### config.mk
export PLATFORM = sky130hd
export DESIGN_NAME = sp4_uart
export DESIGN_NICKNAME = d
export VERILOG_FILES = /design/src/sp4_pkg.sv /design/src/sp4_uart.sv
export VERILOG_INCLUDE_DIRS = /design/src
export SDC_FILE = /design/constraint.sdc
export NUM_CORES = 1
export LEC_CHECK = 0
export BUFFER_PORTS_ARGS = -buffer_cell sky130_fd_sc_hd__buf_2
export CORE_MARGIN = 3
export CORE_UTILIZATION = 50
export DETAILED_ROUTE_END_ITERATION = 7
export PLACE_DENSITY = 0.66
export SLEW_MARGIN = 25
export SYNTH_ARGS = -nofsm -noshare
export SYNTH_HDL_FRONTEND = slang
export SYNTH_SLANG_ARGS = --single-unit
export TNS_END_PERCENT = 100
### constraint.sdc
create_clock -name clock_in -period 9.95 [get_ports clock_in]
set_input_delay 0 -clock clock_in [delete_from_list [all_inputs] [get_ports clock_in]]
set_output_delay 0 -clock clock_in [all_outputs]
set_load 0.005 [all_outputs]
### src/sp4_defines.svh
// constants for the four-mode serial port: offsets, fields, resets, timing
//
// Operation
// - transmit and receive paths run independently; in shift mode they share one shifter and run half duplex
// - new character is dropped while previous one is unread
// - data write loads transmit, read returns receive
// - control bits 7:6 select one of four modes
// - fixed-rate mode runs at core/32 or core/16
// - rate-double bit picks core/16, else core/32
// - 9-bit multiproc: ninth bit 0 suppresses flag
// - 8-bit multiproc: flag needs valid stop bit
// - 9-bit modes send control bit 3 ninth
// - control bit 2 latches ninth or stop bit
// - transmit flag at eighth bit end/stop start
// - receive flag at eighth bit end/mid stop
// - shift mode: data on rx line, clock on tx
// - shift mode transmits on any data write
// - shift mode receives while enabled and flag clear
// - 8-bit frame: start, eight data, stop, ten bits
// - variable rate from one of two timer overflows
// - sixteen overflow pulses advance one serial bit
// - 8-bit mode loads stop bit into ninth position
// - falling receive edge starts, start bit validated
// - final shift stores data only if conditions met
// - 9-bit frame: start, eight data, ninth, stop
// - mode 3 equals mode 2 with timer rate
`ifndef SP4_DEFINES_SVH
`define SP4_DEFINES_SVH

`define SP4_ADDR_CONTROL 8'h98
`define SP4_ADDR_BUFFER 8'h99
`define SP4_CONTROL_RESET 8'h00
`define SP4_BUFFER_RESET 8'h00

`define SP4_BIT_MODE_HIGH 7
`define SP4_BIT_MODE_LOW 6
`define SP4_BIT_MULTIPROC 5
`define SP4_BIT_RX_ENABLE 4
`define SP4_BIT_TX_NINTH 3
`define SP4_BIT_RX_NINTH 2
`define SP4_BIT_TX_DONE 1
`define SP4_BIT_RX_DONE 0

`define SP4_TICKS_PER_BIT 5'h10
`define SP4_SAMPLE_TICK 4'h7
`define SP4_LAST_TICK 4'hF
`define SP4_SHIFT_BITS 4'h8
`define SP4_FRAME_BITS_8 4'hA
`define SP4_FRAME_BITS_9 4'hB
`define SP4_FIFO_DEPTH 16
`define SP4_DATA_WIDTH 8

`endif

### src/sp4_pkg.sv
// types shared by the four-mode serial port
package sp4_pkg;

    typedef enum logic [1:0] {
        SP4_MODE_SHIFT,
        SP4_MODE_UART8,
        SP4_MODE_UART9_FIXED,
        SP4_MODE_UART9_VAR
    } sp4_mode_t;

    typedef enum logic [1:0] {
        SP4_RX_IDLE,
        SP4_RX_START,
        SP4_RX_DATA,
        SP4_RX_STOP
    } sp4_rx_state_t;

endpackage

### src/sp4_uart.sv
// four-mode serial port with its transmit fifo
`include "sp4_defines.svh"

// ----------------------------------------------------------------
// transmit fifo
// ----------------------------------------------------------------
module sp4_fifo #(
    parameter int WIDTH = `SP4_DATA_WIDTH,
    parameter int DEPTH = `SP4_FIFO_DEPTH
) (
    input wire logic clock_in,
    input wire logic rst_b_in,
    input wire logic in_valid_in,
    output logic in_ready_out,
    input wire logic [WIDTH-1:0] in_data_in,
    output logic out_valid_out,
    input wire logic out_ready_in,
    output logic [WIDTH-1:0] out_data_out
);
    localparam int AW = $clog2(DEPTH);

    typedef struct packed {
        logic [DEPTH-1:0][WIDTH-1:0] mem;
        logic [AW-1:0] wr;
        logic [AW-1:0] rd;
        logic [AW:0] count;
    } sp4_fifo_state_t;

    sp4_fifo_state_t s_q;
    sp4_fifo_state_t s_d;
    logic push;
    logic pop;

    always_comb begin
        s_d = s_q;
        push = in_valid_in && (s_q.count != (AW+1)'(DEPTH));
        pop = out_ready_in && (s_q.count != '0);
        if (push) begin
            s_d.mem[s_q.wr] = in_data_in;
            s_d.wr = s_q.wr + 1'b1;
        end
        if (pop) begin
            s_d.rd = s_q.rd + 1'b1;
        end
        if (push && !pop) begin
            s_d.count = s_q.count + 1'b1;
        end else if (pop && !push) begin
            s_d.count = s_q.count - 1'b1;
        end
    end

    always_ff @(posedge clock_in or negedge rst_b_in) begin
        if (!rst_b_in) begin
            s_q <= '0;
        end else begin
            s_q <= s_d;
        end
    end

    assign in_ready_out = (s_q.count != (AW+1)'(DEPTH));
    assign out_valid_out = (s_q.count != '0);
    assign out_data_out = s_q.mem[s_q.rd];
endmodule

// ----------------------------------------------------------------
// serial port top
// ----------------------------------------------------------------
module sp4_uart (
    input wire logic clock_in,
    input wire logic rst_b_in,
    input wire logic [7:0] sfr_addr_in,
    input wire logic sfr_wr_in,
    input wire logic sfr_rd_in,
    input wire logic [7:0] sfr_wdata_in,
    output logic [7:0] sfr_rdata_out,
    output logic tx_ready_out,
    input wire logic rate_double_bit_in,
    input wire logic timer1_ovf_in,
    input wire logic timer2_ovf_in,
    input wire logic rx_use_timer2_in,
    input wire logic tx_use_timer2_in,
    input wire logic rxd_in,
    output logic rxd_out,
    output logic rxd_oe_out,
    output logic txd_out
);
    typedef struct packed {
        logic [2:0] rxd_sync;
        logic rxd_f;
        logic rxd_prev;
        logic [7:0] serial_control;
        logic [7:0] rx_hold;
        logic [7:0] rdata;
        logic fixed_div;
        logic [10:0] tx_sh;
        logic [3:0] tx_left;
        logic [3:0] tx_sub;
        logic tx_busy;
        logic txd;
        logic m0_busy;
        logic m0_is_tx;
        logic m0_phase;
        logic [3:0] m0_cnt;
        logic [7:0] m0_sh;
        logic rxd_drv;
        logic rxd_oe;
        sp4_pkg::sp4_rx_state_t rx_st;
        logic [3:0] rx_sub;
        logic [3:0] rx_cnt;
        logic [8:0] rx_sh;
        logic tx_rdy;
    } sp4_state_t;

    sp4_state_t s_q;
    sp4_state_t s_d;
    logic [1:0] rst_sync_q;
    logic rst_b;
    logic fifo_push;
    logic fifo_in_ready;
    logic fifo_valid;
    logic fifo_pop;
    logic [7:0] fifo_data;
    sp4_pkg::sp4_mode_t mode;
    logic nine_bit;
    logic tx_tick;
    logic rx_tick;
    logic sample;
    logic mp_ok;

    // ----------------------------------------------------------------
    // helpers
    // ----------------------------------------------------------------
    // each direction picks its own overflow source, so rates may differ
    function automatic logic sp4_pick_tick(input logic use_t2, input logic ovf1,
                                           input logic ovf2);
        return use_t2 ? ovf2 : ovf1;
    endfunction

    function automatic logic sp4_hit(input logic [7:0] addr, input logic [7:0] target);
        return addr == target;
    endfunction

    // ----------------------------------------------------------------
    // reset release
    // ----------------------------------------------------------------
    always_ff @(posedge clock_in or negedge rst_b_in) begin
        if (!rst_b_in) begin
            rst_sync_q <= 2'h0;
        end else begin
            rst_sync_q <= {rst_sync_q[0], 1'b1};
        end
    end
    assign rst_b = rst_sync_q[1];

    // writes are dropped here when full; software watches tx_ready_out first
    sp4_fifo #(
        .WIDTH(`SP4_DATA_WIDTH),
        .DEPTH(`SP4_FIFO_DEPTH)
    ) u_tx_fifo (
        .clock_in(clock_in),
        .rst_b_in(rst_b),
        .in_valid_in(fifo_push),
        .in_ready_out(fifo_in_ready),
        .in_data_in(sfr_wdata_in),
        .out_valid_out(fifo_valid),
        .out_ready_in(fifo_pop),
        .out_data_out(fifo_data)
    );

    assign fifo_push = sfr_wr_in && sp4_hit(sfr_addr_in, `SP4_ADDR_BUFFER);

    // ----------------------------------------------------------------
    // next state
    // ----------------------------------------------------------------
    always_comb begin
        s_d = s_q;
        fifo_pop = 1'b0;
        sample = 1'b0;
        mp_ok = 1'b0;
        mode = sp4_pkg::sp4_mode_t'({s_q.serial_control[`SP4_BIT_MODE_HIGH],
                                     s_q.serial_control[`SP4_BIT_MODE_LOW]});
        nine_bit = s_q.serial_control[`SP4_BIT_MODE_HIGH];

        // pin filter: a level counts once the last two stages agree
        s_d.rxd_sync = {s_q.rxd_sync[1:0], rxd_in};
        if (s_q.rxd_sync[1] == s_q.rxd_sync[2]) begin
            s_d.rxd_f = s_q.rxd_sync[2];
        end
        s_d.rxd_prev = s_q.rxd_f;

        // sixteen sample ticks per bit in every uart mode
        s_d.fixed_div = ~s_q.fixed_div;
        if (mode == sp4_pkg::SP4_MODE_UART9_FIXED) begin
            tx_tick = rate_double_bit_in | s_q.fixed_div;
            rx_tick = tx_tick;
        end else begin
            tx_tick = sp4_pick_tick(tx_use_timer2_in, timer1_ovf_in,
                                    timer2_ovf_in);
            rx_tick = sp4_pick_tick(rx_use_timer2_in, timer1_ovf_in,
                                    timer2_ovf_in);
        end

        // software access; hardware flag sets below win over clears
        if (sfr_wr_in && sp4_hit(sfr_addr_in, `SP4_ADDR_CONTROL)) begin
            s_d.serial_control = sfr_wdata_in;
        end
        if (sfr_rd_in) begin
            case (sfr_addr_in)
                `SP4_ADDR_CONTROL: s_d.rdata = s_q.serial_control;
                `SP4_ADDR_BUFFER: s_d.rdata = s_q.rx_hold;
                default: s_d.rdata = 8'h00;
            endcase
        end
        s_d.tx_rdy = fifo_in_ready;

        if (mode == sp4_pkg::SP4_MODE_SHIFT) begin
            // ------------------------------------------------------------
            // shift mode: half duplex, clock at core/2 on the tx line
            // ------------------------------------------------------------
            s_d.tx_busy = 1'b0;
            s_d.rx_st = sp4_pkg::SP4_RX_IDLE;
            if (!s_q.m0_busy) begin
                s_d.txd = 1'b1;
                s_d.rxd_oe = 1'b0;
                if (fifo_valid) begin
                    fifo_pop = 1'b1;
                    s_d.m0_busy = 1'b1;
                    s_d.m0_is_tx = 1'b1;
                    s_d.m0_sh = fifo_data;
                    s_d.m0_cnt = 4'h0;
                    s_d.m0_phase = 1'b0;
                end else if (s_q.serial_control[`SP4_BIT_RX_ENABLE]
                             && !s_q.serial_control[`SP4_BIT_RX_DONE]) begin
                    s_d.m0_busy = 1'b1;
                    s_d.m0_is_tx = 1'b0;
                    s_d.m0_cnt = 4'h0;
                    s_d.m0_phase = 1'b0;
                end
            end else begin
                s_d.m0_phase = ~s_q.m0_phase;
                s_d.txd = s_q.m0_phase ? 1'b1 : 1'b0;
                s_d.rxd_oe = s_q.m0_is_tx;
                s_d.rxd_drv = s_q.m0_sh[0];
                if (s_q.m0_phase) begin
                    // the pin filter delays captured data by a few core cycles
                    s_d.m0_sh = {s_q.rxd_f, s_q.m0_sh[7:1]};
                    s_d.m0_cnt = s_q.m0_cnt + 4'h1;
                    if (s_q.m0_cnt == `SP4_SHIFT_BITS - 4'h1) begin
                        s_d.m0_busy = 1'b0;
                        s_d.txd = 1'b1;
                        if (s_q.m0_is_tx) begin
                            s_d.serial_control[`SP4_BIT_TX_DONE] = 1'b1;
                        end else begin
                            s_d.rx_hold = {s_q.rxd_f, s_q.m0_sh[7:1]};
                            s_d.serial_control[`SP4_BIT_RX_DONE] = 1'b1;
                        end
                    end
                end
            end
        end else begin
            s_d.m0_busy = 1'b0;
            s_d.rxd_oe = 1'b0;
            // ------------------------------------------------------------
            // uart transmitter
            // ------------------------------------------------------------
            if (!s_q.tx_busy) begin
                s_d.txd = 1'b1;
                if (fifo_valid && tx_tick) begin
                    fifo_pop = 1'b1;
                    s_d.tx_busy = 1'b1;
                    s_d.tx_sub = 4'h0;
                    if (nine_bit) begin
                        s_d.tx_sh = {1'b1, s_q.serial_control[`SP4_BIT_TX_NINTH],
                                     fifo_data, 1'b0};
                        s_d.tx_left = `SP4_FRAME_BITS_9;
                    end else begin
                        s_d.tx_sh = {2'h3, fifo_data, 1'b0};
                        s_d.tx_left = `SP4_FRAME_BITS_8;
                    end
                    s_d.txd = 1'b0;
                end
            end else if (tx_tick) begin
                s_d.tx_sub = s_q.tx_sub + 4'h1;
                if (s_q.tx_sub == `SP4_LAST_TICK) begin
                    s_d.tx_sh = {1'b1, s_q.tx_sh[10:1]};
                    s_d.tx_left = s_q.tx_left - 4'h1;
                    s_d.txd = s_q.tx_sh[1];
                    if (s_q.tx_left == 4'h2) begin
                        s_d.serial_control[`SP4_BIT_TX_DONE] = 1'b1;
                    end
                    if (s_q.tx_left == 4'h1) begin
                        s_d.tx_busy = 1'b0;
                        s_d.txd = 1'b1;
                    end
                end
            end
            // ------------------------------------------------------------
            // uart receiver, runs beside the transmitter
            // ------------------------------------------------------------
            case (s_q.rx_st)
                sp4_pkg::SP4_RX_IDLE: begin
                    if (s_q.serial_control[`SP4_BIT_RX_ENABLE] && s_q.rxd_prev
                        && !s_q.rxd_f) begin
                        s_d.rx_st = sp4_pkg::SP4_RX_START;
                        s_d.rx_sub = 4'h0;
                        s_d.rx_cnt = 4'h0;
                    end
                end
                default: begin
                    if (rx_tick) begin
                        s_d.rx_sub = s_q.rx_sub + 4'h1;
                        sample = (s_q.rx_sub == `SP4_SAMPLE_TICK);
                    end
                end
            endcase
            if (sample) begin
                case (s_q.rx_st)
                    sp4_pkg::SP4_RX_START: begin
                        // a glitch that has gone high by mid-bit is dropped
                        s_d.rx_st = s_q.rxd_f ? sp4_pkg::SP4_RX_IDLE
                                              : sp4_pkg::SP4_RX_DATA;
                    end
                    sp4_pkg::SP4_RX_DATA: begin
                        s_d.rx_sh = {s_q.rxd_f, s_q.rx_sh[8:1]};
                        s_d.rx_cnt = s_q.rx_cnt + 4'h1;
                        if (s_q.rx_cnt == (nine_bit ? 4'h8 : 4'h7)) begin
                            s_d.rx_st = sp4_pkg::SP4_RX_STOP;
                        end
                    end
                    sp4_pkg::SP4_RX_STOP: begin
                        s_d.rx_st = sp4_pkg::SP4_RX_IDLE;
                        if (nine_bit) begin
                            mp_ok = !s_q.serial_control[`SP4_BIT_MULTIPROC]
                                    || s_q.rx_sh[8];
                        end else begin
                            mp_ok = !s_q.serial_control[`SP4_BIT_MULTIPROC]
                                    || s_q.rxd_f;
                        end
                        // the flag is set halfway through the stop bit
                        if (!s_q.serial_control[`SP4_BIT_RX_DONE] && mp_ok
                            && s_q.rxd_f) begin
                            s_d.rx_hold = nine_bit ? s_q.rx_sh[7:0]
                                                   : s_q.rx_sh[8:1];
                            s_d.serial_control[`SP4_BIT_RX_NINTH] =
                                nine_bit ? s_q.rx_sh[8] : s_q.rxd_f;
                            s_d.serial_control[`SP4_BIT_RX_DONE] = 1'b1;
                        end
                    end
                    default: s_d.rx_st = sp4_pkg::SP4_RX_IDLE;
                endcase
            end
        end
    end

    // ----------------------------------------------------------------
    // state register
    // ----------------------------------------------------------------
    always_ff @(posedge clock_in or negedge rst_b) begin
        if (!rst_b) begin
            s_q <= '0;
            s_q.rxd_sync <= 3'h7;
            s_q.rxd_f <= 1'b1;
            s_q.rxd_prev <= 1'b1;
            s_q.txd <= 1'b1;
            s_q.serial_control <= `SP4_CONTROL_RESET;
            s_q.rx_hold <= `SP4_BUFFER_RESET;
            s_q.rx_st <= sp4_pkg::SP4_RX_IDLE;
        end else begin
            s_q <= s_d;
        end
    end

    assign sfr_rdata_out = s_q.rdata;
    assign tx_ready_out = s_q.tx_rdy;
    assign rxd_out = s_q.rxd_drv;
    assign rxd_oe_out = s_q.rxd_oe;
    assign txd_out = s_q.txd;
endmodule

==> Flow_metrics.wiki, run 1 <==
{| class="wikitable"
! Metric !! Value
|-
| Number of enable flip-flop cells after synthesis || 0
|-
| Finished Layout Cells || roughly 1.2k
|-
| Core area || roughly 0.021 mm^2
|-
| Share of layout cells above drive strength 1 || 0.344
|-
| DRC violations left || 0
|-
| Count of endpoints failing hold in the final timing report || 0
|-
| Leakage power total || 5.56 nW
|-
| Kind of path behind the tightest hold check || in -> reg
|-
| TritonCTS Sinks || 230
|-
| Start of the worst register-to-register path || mode[1]$_DFFE_PN0N_
|-
| Top cell by count, worst path || sky130_fd_sc_hd__ha_1
|-
| Setup-failing EPs final || 0
|-
| Cell variety after synth || 66
|-
| Number of synthesis warnings || 0
|-
| Number of cells after detailed placement || roughly 1.1k
|-
| Io pins || 38
|-
| Critical path data required time || roughly 10000 ps
|-
| Fmax || approximately 260 MHz
|-
| Pin count of the biggest net entering global routing || 84
|-
| Max-Cap Viols || 0
|-
| Vias per Instance || between 6 and 7
|-
| Post-CTS Setup Repair Bufs || 0
|-
| Worst slew pin tran || 1020 ps
|-
| Combinational power share || 0.161
|-
| Number of buffers added by the clock tree synthesis step || 26
|-
| Post-DR wirelength/cell || ~22 um
|-
| DP Area || approximately 0.011 mm^2
|-
| Via count of the first global-routing pass || roughly 7.3k
|-
| Net count, final || ~900
|-
| Type of element capturing the critical path || register
|-
| Post-Syn Instances || about 830
|-
| Library cell contributing the largest single delay on the critical path || sky130_fd_sc_hd__dfrtp_1
|-
| Post-synthesis sequential area ratio || 0.531
|-
| Count of nets left with antenna violations after detail routing || 0
|-
| Nature of the critical path startpoint || register
|-
| Die boundary height || 153 um
|-
| Area enclosed by the die boundary || about 0.024 mm^2
|-
| Hold Path Stages || 2
|-
| Highest fanout seen on the critical path || 21
|-
| Cell area power density || roughly 210 mW/mm^2
|-
| Total global-route track usage || 0.215
|-
| Internal Dissipation || about 0.0018 W
|-
| Clock tree from TritonCTS || done
|-
| Detailed Place HPWL || around 17000 um
|-
| Register-to-register setup slack || about 6000 ps
|-
| Worst hold margin || 40.9 ps
|-
| Overall overflow remaining after global route || 0
|-
| DR vias || around 7k
|-
| Clock transition at the registers of the reported paths || 60 ps
|-
| Leading cell types by count after synthesis || sky130_fd_sc_hd__dfrtp_1 (224), sky130_fd_sc_hd__mux2_2 (138), sky130_fd_sc_hd__nor2_1 (54)
|-
| CP arrival || 4280 ps
|-
| Root buf cell || sky130_fd_sc_hd__clkbuf_16
|-
| Hold endpoint || u_tx_fifo.s_q[24]$_DFFE_PN0P_
|-
| Hold_sp || sfr_wdata_in[3]
|-
| Worst rel slew slack || 0.317
|-
| Buffers added on ports || 37
|-
| Netlist Area Pre-Place || ~0.011 mm^2
|-
| DRT Pass-1 Iters || 5
|-
| Fraction of power consumed by sequential logic || 0.452
|-
| Area added between synthesis and finish || 12.5%
|-
| Most frequently used cell type in the post-synthesis netlist || sky130_fd_sc_hd__dfrtp_1
|-
| Ranking of synthesized cells by area || sky130_fd_sc_hd__dfrtp_1 (52%), sky130_fd_sc_hd__mux2_2 (14%), sky130_fd_sc_hd__mux4_2 (6.6%)
|-
| Proportion of netlist area held by the largest area contributor || 0.516
|-
| Overall die width || about 150 um
|-
| First DRT Iteration DRCs || about 400
|-
| Total of flip-flops plus latches after synthesis || 230
|-
| Mean post-synth cell area || 13.0 um^2
|-
| First-pass GRT wire length || about 41000 um
|-
| Max rail drop VDD || ~0.16 mV
|-
| Total nets after synthesis || just under 900
|-
| Number of max-slew violations in the final report || 0
|-
| Final period demand of the worst path || 3830 ps
|-
| Clock power share || 0.387
|-
| Final weighted congestion of routability-driven global placement || ~0.86
|-
| Starting density of the core || 0.513
|-
| Net switching share of the total power || 0.286
|-
| Library cell with the largest summed area after synthesis || sky130_fd_sc_hd__dfrtp_1
|-
| Cell-by-cell listing of the critical path || or4b_2 -> o21ai_1 -> o31ai_1 -> nand2_1 -> ha_1 -> inv_1 -> ha_1 -> nor2b_1 -> o21a_1 -> or3_1 -> a21oi_1 -> xnor2_1
|-
| Worst stage delay on the critical path || slightly below 900 ps
|-
| Synth Flop Type || sky130_fd_sc_hd__dfrtp_1
|-
| Critical path class || reg -> reg
|-
| Number of antenna violations at the first check in global routing || 0
|-
| Reg-to-reg critical path endpoint || u_tx_fifo.s_q[4]$_DFFE_PN0P_
|-
| Maximum buffer depth of the clock tree || 3
|-
| Total wire length || around 25000 um
|-
| Row cnt || 53
|-
| Clock latency of the later-clocked register in the worst-skew pair || between 500 and 600 ps
|-
| H-tree depth reported by CTS || 1
|-
| Result of the run || finished clean
|-
| Final cycle utilization of the critical path || 0.385
|-
| Path depth of the worst reg2reg path || 12
|-
| Final design instance area without fill || around 0.012 mm^2
|-
| Setup Skew || roughly 15 ps
|-
| Reported net switching power || around 0.00072 W
|-
| Unrepaired setup endpoints after global routing || false
|-
| N_diodes || 0
|-
| Fraction of registers with async set or reset after synthesis || 1.00
|-
| Final sum of negative setup slack || 0 ps
|}
[how the worst max path moves through the flow]
stage / cells past startpoint / to / startpoint / slack (ps)
after floorplan: 0 / mode[0]$_DFFE_PN0N_ / rst_sync_q[1]$_DFF_PN0_ / 3080
after global placement: 12 / u_tx_fifo.s_q[4]$_DFFE_PN0P_ / mode[1]$_DFFE_PN0N_ / 6270
after detailed placement: 12 / u_tx_fifo.s_q[4]$_DFFE_PN0P_ / mode[1]$_DFFE_PN0N_ / 6150
after CTS: 12 / u_tx_fifo.s_q[4]$_DFFE_PN0P_ / mode[1]$_DFFE_PN0N_ / 6140
after global routing: 12 / u_tx_fifo.s_q[4]$_DFFE_PN0P_ / mode[1]$_DFFE_PN0N_ / 5870
final: 12 / u_tx_fifo.s_q[4]$_DFFE_PN0P_ / mode[1]$_DFFE_PN0N_ / 6120
[flip-flops by register name (all words and copies together) (netlist names), 2 cells and up]
| register | count |
|---|---|
| sfr_rdata_out | 8 |
| s_d | 3 |
| rst_sync_q | 2 |
| s_q | 70 |
| u_tx_fifo.s_q | 141 |
| mode | 2 |
[layout make-up]
class                           instances  area [um^2]
Inverter                               21         78.8
Tap cell                              275          344
Sequential cell                       230         5770
Timing Repair Buffer                   50          324
Multi-Input combinational cell        533         4800
Clock buffer                           38          787
Clock inverter                          9          108
Fill cell                            1680         8940
[power groups by stage]
stage               Sequential, W  Clock (W)  Combinational (W)
CTS                       0.00114    0.00100           0.000405
floorplan                 0.00110          0           0.000324
finish                    0.00114   0.000975           0.000406
global placement          0.00115          0           0.000383
detailed placement        0.00116          0           0.000400
global route              0.00115    0.00104           0.000453
[worst max-delay path, delay by kind of cell, from the launching register on]
family / cells / cell delay (ps)
XOR/XNOR: 1 / 130
AO/OA/AOI/OAI: 4 / 710
buffers and inverters: 1 / 100
flip-flops: 1 / 870
AND/OR/NAND/NOR: 4 / 1350
adder cells (fa/ha/maj): 2 / 580
[cells in the final DEF (no fill, tap or decap), types with 3 or more instances in the layout]
| cell type | netlist | routed |
|---|---|---|
| sky130_fd_sc_hd__a21o_1 | 4 | 4 |
| sky130_fd_sc_hd__a21oi_1 | 29 | 29 |
| sky130_fd_sc_hd__a221o_1 | 8 | 8 |
| sky130_fd_sc_hd__a22o_1 | 20 | 20 |
| sky130_fd_sc_hd__a22oi_1 | 19 | 19 |
| sky130_fd_sc_hd__a2bb2oi_1 | 8 | 8 |
| sky130_fd_sc_hd__a31oi_1 | 3 | 3 |
| sky130_fd_sc_hd__and3_1 | 3 | 3 |
| sky130_fd_sc_hd__buf_2 | 4 | 37 |
| sky130_fd_sc_hd__buf_4 | 8 | 4 |
| sky130_fd_sc_hd__clkbuf_1 | 30 | 4 |
| sky130_fd_sc_hd__clkbuf_16 | 0 | 27 |
| sky130_fd_sc_hd__clkbuf_8 | 0 | 7 |
| sky130_fd_sc_hd__clkinvlp_4 | 0 | 5 |
| sky130_fd_sc_hd__dfrtp_1 | 224 | 221 |
| sky130_fd_sc_hd__dfstp_2 | 6 | 6 |
| sky130_fd_sc_hd__dlygate4sd3_1 | 0 | 7 |
| sky130_fd_sc_hd__ha_1 | 21 | 21 |
| sky130_fd_sc_hd__inv_1 | 21 | 21 |
| sky130_fd_sc_hd__mux2_2 | 138 | 138 |
| sky130_fd_sc_hd__mux2_4 | 8 | 8 |
| sky130_fd_sc_hd__mux2i_1 | 11 | 11 |
| sky130_fd_sc_hd__mux4_2 | 32 | 32 |
| sky130_fd_sc_hd__nand2_1 | 38 | 38 |
| sky130_fd_sc_hd__nand2b_1 | 4 | 4 |
| sky130_fd_sc_hd__nand3_1 | 9 | 9 |
| sky130_fd_sc_hd__nand3_2 | 3 | 3 |
| sky130_fd_sc_hd__nand4_1 | 5 | 5 |
| sky130_fd_sc_hd__nor2_1 | 54 | 54 |
| sky130_fd_sc_hd__nor2_2 | 12 | 12 |
| sky130_fd_sc_hd__nor2b_1 | 6 | 6 |
| sky130_fd_sc_hd__nor3_1 | 10 | 10 |
| sky130_fd_sc_hd__nor3_4 | 4 | 4 |
| sky130_fd_sc_hd__o21ai_0 | 27 | 27 |
| sky130_fd_sc_hd__o31ai_1 | 4 | 4 |
| sky130_fd_sc_hd__or2_2 | 4 | 4 |
| sky130_fd_sc_hd__xnor2_1 | 10 | 10 |
[cell families (layout without fill, tap and decap cells)]
logic type | after synthesis | in the layout | synth area share
buffers and inverters | 70 | 118 | 0.0274
AO/OA/AOI/OAI | 137 | 137 | 0.0889
multiplexers | 191 | 191 | 0.233
AND/OR/NAND/NOR | 169 | 169 | 0.0829
flip-flops | 230 | 230 | 0.531
adder cells (fa/ha/maj) | 23 | 23 | 0.0270
XOR/XNOR | 12 | 12 | 0.00968
other | 1 | 1 | 0.000345
[through the flow]
stage,power [W],setup WS [ps],util
finish,0.00252,6120,0.577
global placement,0.00153,6270,0.530
floorplan,0.00143,3080,-
detailed placement,0.00156,6150,0.530
CTS,0.00255,6140,0.575
global route,0.00265,5870,0.577
[layer usage]
layer / up-vias / part of all wire / global-route usage
li1: 3098 / - / -
met5: - / 0 / 0
met4: 0 / 0.027 / 0.0622
met2: 177 / 0.51 / 0.365
met3: 45 / 0.043 / 0.0283
met1: 3672 / 0.42 / 0.292
[repair_timing]
item                                   in CTS  in global routing
hold buffers                                7                  0
gates resized for setup                     0                  0
endpoints found under the hold margin      15                  0
(Power assumes the default switching activity.)
==> run 2, diff against run 1 <==
--- a/config.mk
+++ b/config.mk
@@ -6,11 +6,12 @@
 export SDC_FILE = /design/constraint.sdc
 export NUM_CORES = 1
 export LEC_CHECK = 0
+export ABC_AREA = 1
 export BUFFER_PORTS_ARGS = -buffer_cell sky130_fd_sc_hd__buf_2
 export CORE_MARGIN = 3
 export CORE_UTILIZATION = 50
 export DETAILED_ROUTE_END_ITERATION = 7
-export PLACE_DENSITY = 0.66
+export PLACE_DENSITY = 0.69
 export SLEW_MARGIN = 25
 export SYNTH_ARGS = -nofsm -noshare
 export SYNTH_HDL_FRONTEND = slang
==> constraint.sdc (replaced) <==
create_clock -name clock_in -period 3.2 [get_ports clock_in]
set_input_delay 0 -clock clock_in [delete_from_list [all_inputs] [get_ports clock_in]]
set_output_delay 0 -clock clock_in [all_outputs]
set_load 0.005 [all_outputs]
==> run 2 against run 1 <==
Hold slack got worse by 16 ps. Non-clock buffer count increased by 18. Setup slack got worse by 5700 ps. Clock-buffer cell count increased by 1. Flip-flop and latch count unchanged. Area after synthesis increased by 11%. Maximum frequency increased by 39%.
==> Flow_metrics.wiki, run 2 <==
{| class="wikitable"
! Metric !! Value
|-
| Placement-stage worst setup slack || about 460 ps
|-
| Post-synthesis sequential area ratio || 0.477
|-
| Worst slew pin tran || slightly below 900 ps
|-
| Total wire length || roughly 31000 um
|-
| Cell variety after synth || 45
|-
| DR vias || 10.3k
|-
| Worst rel slew slack || 0.409
|-
| Area enclosed by the die boundary || around 0.026 mm^2
|-
| Critical path class || reg -> reg
|-
| Most common library cell in the layout ignoring fill and taps || sky130_fd_sc_hd__nand2_1
|-
| Number of max-slew violations in the final report || 0
|-
| Core area || around 0.024 mm^2
|-
| Setup-failing EPs final || 0
|-
| Final weighted congestion of routability-driven global placement || 0.864
|-
| Worst stage delay on the critical path || between 400 and 500 ps
|-
| DRT Pass-1 Iters || 7
|-
| Overall power of the completed layout || around 0.0090 W
|-
| Leakage power total || around 7.3 nW
|-
| DRC violations left || 0
|-
| Area added between synthesis and finish || 11.7%
|-
| Top register by number of flip-flops || u_tx_fifo.s_q
|-
| Top cell by count, worst path || sky130_fd_sc_hd__nor2_1
|-
| Total of flip-flops plus latches after synthesis || 230
|-
| Post-CTS Setup Repair Bufs || 0
|-
| Nature of the critical path startpoint || register
|-
| Cell-by-cell listing of the critical path || nor2_1 -> nand3_2 -> nand3_2 -> nand2_1 -> nand2_2 -> ha_1 -> inv_1 -> ha_1 -> a21oi_1 -> nor2_1 -> nor2_1 -> xor2_1 -> nand2_1 -> o21ai_0
|-
| Proportion of netlist area held by the largest area contributor || 0.464
|-
| Netlist Area Pre-Place || approximately 0.012 mm^2
|-
| Max rail drop VDD || approximately 0.42 mV
|-
| CP arrival || 3210 ps
|-
| Fraction of registers with async set or reset after synthesis || 1.00
|-
| CP delay by family, top || simple AND/OR/NAND/NOR gates
|-
| Kind of path behind the tightest hold check || in -> reg
|-
| Final setup margin || between 400 and 500 ps
|-
| Clock tree from TritonCTS || done
|-
| Cell area power density || approximately 660 mW/mm^2
|-
| Clock transition at the registers of the reported paths || approximately 60 ps
|-
| Final period demand of the worst path || 2750 ps
|-
| Most frequently used cell type in the post-synthesis netlist || sky130_fd_sc_hd__nand2_1
|-
| Die boundary height || between 150 and 200 um
|-
| Max-Cap Viols || 0
|-
| Filler Cell Count || approximately 2.2k
|-
| H-tree depth reported by CTS || 1
|-
| Count of nets left with antenna violations after detail routing || 0
|-
| Result of the run || finished clean
|-
| First-pass GRT wire length || 51300 um
|-
| Vias per Instance || a little over 5
|-
| Total global-route track usage || 0.239
|-
| Number of synthesis warnings || 0
|-
| First DRT Iteration DRCs || between 900 and 1k
|-
| Number of buffers added by the clock tree synthesis step || 27
|-
| Buffers added on ports || 37
|-
| Worst hold margin || approximately 25 ps
|-
| Register-to-register setup slack || 450 ps
|-
| Synth Flop Type || sky130_fd_sc_hd__dfrtp_1
|-
| Highest fanout seen on the critical path || 8
|-
| Share of layout cells above drive strength 1 || 0.0831
|-
| Final cycle utilization of the critical path || 0.860
|-
| Number of flip-flops under the largest register name || roughly 140
|-
| Starting density of the core || 0.512
|-
| Buffers & Inverters on Critical Path || 1
|-
| Mean post-synth cell area || 7.41 um^2
|-
| Leading cell types by count after synthesis || sky130_fd_sc_hd__nand2_1 (644), sky130_fd_sc_hd__dfrtp_1 (224), sky130_fd_sc_hd__nand3_1 (223)
|-
| Library cell with the largest summed area after synthesis || sky130_fd_sc_hd__dfrtp_1
|-
| Row cnt || 56
|-
| Net count, final || 1700
|-
| Setup Skew || ~28 ps
|-
| TritonCTS Sinks || 230
|-
| Library cell contributing the largest single delay on the critical path || sky130_fd_sc_hd__dfrtp_1
|-
| Unrepaired setup endpoints after global routing || false
|-
| Detailed Place HPWL || 19800 um
|-
| Clock latency of the later-clocked register in the worst-skew pair || ~540 ps
|-
| Critical path data required time || about 3700 ps
|-
| Post-Syn Instances || ~1.6k
|-
| Ranking of synthesized cells by area || sky130_fd_sc_hd__dfrtp_1 (46%), sky130_fd_sc_hd__nand2_1 (20%), sky130_fd_sc_hd__nand3_1 (9.2%)
|-
| Count of endpoints failing hold in the final timing report || 0
|-
| Via count of the first global-routing pass || about 9.7k
|-
| Pin count of the biggest net entering global routing || around 150
|-
| Total nets after synthesis || about 1.7k
|-
| Type of element capturing the critical path || register
|-
| Number of enable flip-flop cells after synthesis || 0
|-
| Fmax || between 300 and 400 MHz
|-
| N_diodes || 0
|-
| Leading cell types in the layout, fill and taps excluded || sky130_fd_sc_hd__nand2_1 (644), sky130_fd_sc_hd__nand3_1 (223), sky130_fd_sc_hd__dfrtp_1 (222)
|-
| Final sum of negative setup slack || 0 ps
|-
| Overall overflow remaining after global route || 0
|-
| Root buf cell || sky130_fd_sc_hd__clkbuf_16
|-
| Io pins || 38
|-
| Post-DR wirelength/cell || approximately 16 um
|-
| Number of antenna violations at the first check in global routing || 0
|-
| Maximum buffer depth of the clock tree || 3
|-
| Overall die width || ~160 um
|}
[run 2: cell types whose count changed after synthesis, moves of 11 or more]
cell / previous run / this run
sky130_fd_sc_hd__a22o_1: 20 / 0
sky130_fd_sc_hd__a22oi_1: 19 / 0
sky130_fd_sc_hd__buf_4: 8 / 24
sky130_fd_sc_hd__inv_1: 21 / 137
sky130_fd_sc_hd__mux2_2: 138 / 0
sky130_fd_sc_hd__mux2i_1: 11 / 0
sky130_fd_sc_hd__mux4_2: 32 / 0
sky130_fd_sc_hd__nand2_1: 38 / 644
sky130_fd_sc_hd__nand2_4: 0 / 11
sky130_fd_sc_hd__nand3_1: 9 / 223
sky130_fd_sc_hd__nor2_1: 54 / 123
sky130_fd_sc_hd__o21ai_0: 27 / 47
sky130_fd_sc_hd__xor2_1: 2 / 13
[run 2: logic make-up (layout without fill, tap and decap cells)]
logic type	Yosys count	in the layout	share of synthesized area
other	1	1	0.000310
AOI/OAI and AO/OA	116	116	0.0519
DFF	230	230	0.477
xor gates and xnor gates	16	16	0.0116
adders and majority gates	23	23	0.0242
buffers and inverters	220	261	0.0775
and+or+nand+nor	1026	1026	0.358
[run 2: where the power goes]
part	internal, W	leakage, nW	switching (W)
registers	0.00320	3.01	0.000324
logic	0.000753	3.84	0.00163
clock network	0.00184	0.443	0.00122
total	0.00579	7.30	0.00318
[run 2: what timing repair did]
| action | in CTS | in global routing |
|---|---|---|
| hold endpoints to repair | 106 | 0 |
| hold buffers | 15 | 0 |
| resized for setup | 0 | 0 |
| setup endpoints to repair | 0 | 0 |
[run 2: per-layer routing]
layer | global-route usage | share of wire | vias to the layer above
li1 | - | - | 5164
met1 | 0.358 | 0.47 | 4841
met2 | 0.369 | 0.45 | 273
met3 | 0.0339 | 0.052 | 52
met5 | 0 | 0 | -
met4 | 0.0591 | 0.024 | 0
[run 2: worst min-delay path: stages]
cell and delay, ps:
sky130_fd_sc_hd__buf_2 90, sky130_fd_sc_hd__nand2_1 50, sky130_fd_sc_hd__nand3_1 90, sky130_fd_sc_hd__nand2_2 130, sky130_fd_sc_hd__nand4_1 130, sky130_fd_sc_hd__nand2_1 40
[run 2: worst paths after layout]
check                                             start                        endpoint  depth (start not counted)
setup / recovery           u_tx_fifo.s_q[1]$_DFFE_PN0P_    u_tx_fifo.s_q[4]$_DFFE_PN0P_                         14
hold / removal                         tx_use_timer2_in             s_q[42]$_DFFE_PN0P_                          6
setup reg to reg           u_tx_fifo.s_q[1]$_DFFE_PN0P_    u_tx_fifo.s_q[4]$_DFFE_PN0P_                         14
hold reg to reg                 rst_sync_q[0]$_DFF_PN0_         rst_sync_q[1]$_DFF_PN0_                          0
max in group asynchronous       rst_sync_q[1]$_DFF_PN0_  u_tx_fifo.s_q[135]$_DFFE_PN0P_                          1
min in group asynchronous                      rst_b_in         rst_sync_q[1]$_DFF_PN0_                          3
[run 2: layout make-up]
class	instances	area (um^2)	area share
clock buffer	39	771	0.0571
clock inverter	11	119	0.00880
inverter	143	538	0.0399
multi-input combinational	1182	5390	0.399
sequential	230	5770	0.427
tap	319	399	0.0296
timing repair buffer	68	518	0.0384
[run 2: metrics by stage]
step           instance area, um^2  cells  utilization
2_1_floorplan                12100   1632            -
3_3_place_gp                 12500   1927        0.528
3_5_place_dp                 12500   1927        0.528
4_1_cts                      13500   1992        0.572
5_1_grt                      13500   1992        0.572
6_report                     13500   1992        0.572
==> run 3, diff against run 2 <==
--- a/config.mk
+++ b/config.mk
@@ -8,10 +8,13 @@
 export LEC_CHECK = 0
 export ABC_AREA = 1
 export BUFFER_PORTS_ARGS = -buffer_cell sky130_fd_sc_hd__buf_2
+export CELL_PAD_IN_SITES_DETAIL_PLACEMENT = 1
+export CELL_PAD_IN_SITES_GLOBAL_PLACEMENT = 2
 export CORE_MARGIN = 3
-export CORE_UTILIZATION = 50
+export CORE_UTILIZATION = 33
 export DETAILED_ROUTE_END_ITERATION = 7
-export PLACE_DENSITY = 0.69
+export PLACE_DENSITY_LB_ADDON = 0.1
+export SKIP_CTS_REPAIR_TIMING = 1
 export SLEW_MARGIN = 25
 export SYNTH_ARGS = -nofsm -noshare
 export SYNTH_HDL_FRONTEND = slang
==> run 3 against run 2 <==
Setup slack got worse by 56 ps. Utilization decreased by 18 points. Critical endpoint unchanged. Largest power group is now clock. Sequential power about the same. Critical path depth unchanged. Register-to-register slack got worse by 60 ps. Clock power increased by 22%. Highest routed layer unchanged. Global-route usage decreased by 3.5 points. Clock skew decreased by 14 ps. Non-clock buffer count increased by 1. Sequential share of layout area decreased by 1.1 points. Maximum frequency decreased by 2.0%. Flip-flop and latch count unchanged. The run now ends with negative hold slack left.
==> Flow_metrics.wiki, run 3 (same netlist as run 2, synthesis figures left out) <==
{| class="wikitable"
! Metric !! Value
|-
| Count of endpoints failing hold in the final timing report || 1
|-
| Result of the run || finished, violations left
|-
| Final weighted congestion of routability-driven global placement || between 0.7 and 0.8
|-
| Root buf cell || sky130_fd_sc_hd__clkbuf_16
|-
| Clock transition at the registers of the reported paths || about 60 ps
|-
| Share of layout cells above drive strength 1 || 0.0893
|-
| Number of antenna violations at the first check in global routing || 0
|-
| Setup-failing EPs final || 0
|-
| Pin count of the biggest net entering global routing || 151
|-
| Unrepaired setup endpoints after global routing || false
|-
| Row cnt || 69
|-
| CP arrival || about 3300 ps
|-
| Cell area power density || around 710 mW/mm^2
|-
| Core area || roughly 0.036 mm^2
|-
| Clock tree from TritonCTS || done
|-
| Library cell contributing the largest single delay on the critical path || sky130_fd_sc_hd__dfrtp_1
|-
| Highest fanout seen on the critical path || 8
|-
| Maximum buffer depth of the clock tree || 3
|-
| Worst slew pin tran || around 930 ps
|-
| DRT Pass-1 Iters || 5
|-
| Buffers added on ports || 37
|-
| Register-to-register setup slack || 390 ps
|-
| Filler Cell Count || 4502
|-
| Final design instance area without fill || approximately 0.014 mm^2
|-
| Most common library cell in the layout ignoring fill and taps || sky130_fd_sc_hd__nand2_1
|-
| DR vias || about 10k
|-
| Number of max-slew violations in the final report || 0
|-
| Overall die width || just under 200 um
|-
| Critical path data required time || 3670 ps
|-
| Max rail drop VDD || 0.436 mV
|-
| Number of buffers added by the clock tree synthesis step || 30
|-
| Type of element capturing the critical path || register
|-
| DP Area || around 0.013 mm^2
|-
| Kind of path behind the tightest hold check || in -> reg
|-
| Leading cell types in the layout, fill and taps excluded || sky130_fd_sc_hd__nand2_1 (644), sky130_fd_sc_hd__nand3_1 (223), sky130_fd_sc_hd__dfrtp_1 (222)
|-
| Count of nets left with antenna violations after detail routing || 0
|-
| N_diodes || 0
|-
| Violated checks || negative hold slack
|-
| Clock latency of the later-clocked register in the worst-skew pair || around 570 ps
|-
| DRC violations left || 0
|-
| Fmax || between 300 and 400 MHz
|-
| Top cell by count, worst path || sky130_fd_sc_hd__nor2_1
|-
| Leakage power total || 7.40 nW
|-
| First DRT Iteration DRCs || approximately 520
|-
| Post-DR wirelength/cell || 18.1 um
|-
| H-tree depth reported by CTS || 1
|-
| Total wire length || between 30000 and 40000 um
|-
| Max-Cap Viols || 0
|-
| Cell-by-cell listing of the critical path || nor2_1 -> nand3_2 -> nand3_2 -> nand2_1 -> nand2_2 -> ha_1 -> inv_1 -> ha_1 -> a21oi_1 -> nor2_1 -> nor2_1 -> xor2_1 -> nand2_1 -> o21ai_0
|-
| Starting density of the core || 0.337
|-
| Final period demand of the worst path || 2810 ps
|-
| Nature of the critical path startpoint || register
|-
| Setup Skew || about 15 ps
|-
| Net count, final || 1704
|-
| Worst stage delay on the critical path || roughly 400 ps
|-
| Area enclosed by the die boundary || 0.0390 mm^2
|-
| Critical path class || reg -> reg
|-
| TritonCTS Sinks || 230
|-
| Overall overflow remaining after global route || 0
|-
| Io pins || 38
|-
| Via count of the first global-routing pass || about 11k
|-
| Worst hold margin || -6.26 ps
|-
| Area added between synthesis and finish || 14.7%
|-
| Die boundary height || a little under 200 um
|-
| Top register by number of flip-flops || u_tx_fifo.s_q
|-
| Number of flip-flops under the largest register name || 141
|-
| Detailed Place HPWL || between 20000 and 30000 um
|-
| Total global-route track usage || 0.204
|-
| Vias per Instance || between 4 and 5
|-
| First-pass GRT wire length || between 60000 and 70000 um
|-
| Final core occ || 0.387
|-
| Final sum of negative setup slack || 0 ps
|-
| Worst rel slew slack || 0.375
|-
| Final cycle utilization of the critical path || 0.878
|}
[run 3: cell count changes in the layout (fill, tap and decap cells not counted), moves of 2 or more]
cell | before | now
sky130_fd_sc_hd__clkinv_2 | 7 | 5
sky130_fd_sc_hd__dlygate4sd3_1 | 15 | 9
sky130_fd_sc_hd__bufinv_16 | 2 | 6
sky130_fd_sc_hd__buf_4 | 11 | 18
sky130_fd_sc_hd__clkbuf_16 | 27 | 31
[run 3: per-layer routing]
metal	GRT usage	vias to the layer above	routed length [um]
li1	-	5165	-
met1	0.265	5040	17700
met2	0.365	90	19300
met3	0.0266	45	839
met4	0.0417	0	799
met5	0	-	0
[run 3: worst paths after layout]
check                                             start                            end  cells past startpoint
max reg2reg                u_tx_fifo.s_q[0]$_DFFE_PN0P_   u_tx_fifo.s_q[4]$_DFFE_PN0P_                     14
max in group asynchronous       rst_sync_q[1]$_DFF_PN0_  u_tx_fifo.s_q[31]$_DFFE_PN0P_                      1
min in group asynchronous                      rst_b_in        rst_sync_q[1]$_DFF_PN0_                      3
max                        u_tx_fifo.s_q[0]$_DFFE_PN0P_   u_tx_fifo.s_q[4]$_DFFE_PN0P_                     14
min reg2reg                     rst_sync_q[1]$_DFF_PN0_  u_tx_fifo.s_q[28]$_DFFE_PN0P_                      0
min                                  rate_double_bit_in            s_q[42]$_DFFE_PN0P_                      5
[run 3: critical path, delay by kind of cell, from the launching register on]
kind            cells  cell delay [ps]
flops               1              410
simple gates        8             1210
xor+xnor            1              150
fa+ha+maj           2              600
compound gates      2              250
buf+inv             1              110
[run 3: power breakdown]
group | internal [W] | switching, W | leakage (nW)
clock | 0.00238 | 0.00134 | 0.535
combinational | 0.000791 | 0.00181 | 3.85
sequential | 0.00321 | 0.000307 | 3.01
total | 0.00638 | 0.00346 | 7.40
[run 3: metrics by stage]
stage | cells | hold WS [ps] | power (W) | worst slack, ps
2_1_floorplan | 1632 | -296 | 0.00522 | 879
3_3_place_gp | 2076 | -212 | 0.00619 | 445
3_5_place_dp | 2076 | -211 | 0.00622 | 329
4_1_cts | 2131 | -825 | 0.0100 | 325
5_1_grt | 2140 | 2.65 | 0.0105 | 27.4
6_report | 2140 | -6.26 | 0.00983 | 391
[run 3: final cells by class]
| class | instances | area [um^2] | area share |
|---|---|---|---|
| clock buffer | 45 | 888 | 0.0641 |
| sequential | 230 | 5770 | 0.416 |
| multi-input combinational | 1182 | 5390 | 0.388 |
| timing repair buffer | 69 | 510 | 0.0368 |
| clock inverter | 10 | 200 | 0.0144 |
| tap | 461 | 577 | 0.0416 |
| inverter | 143 | 538 | 0.0388 |
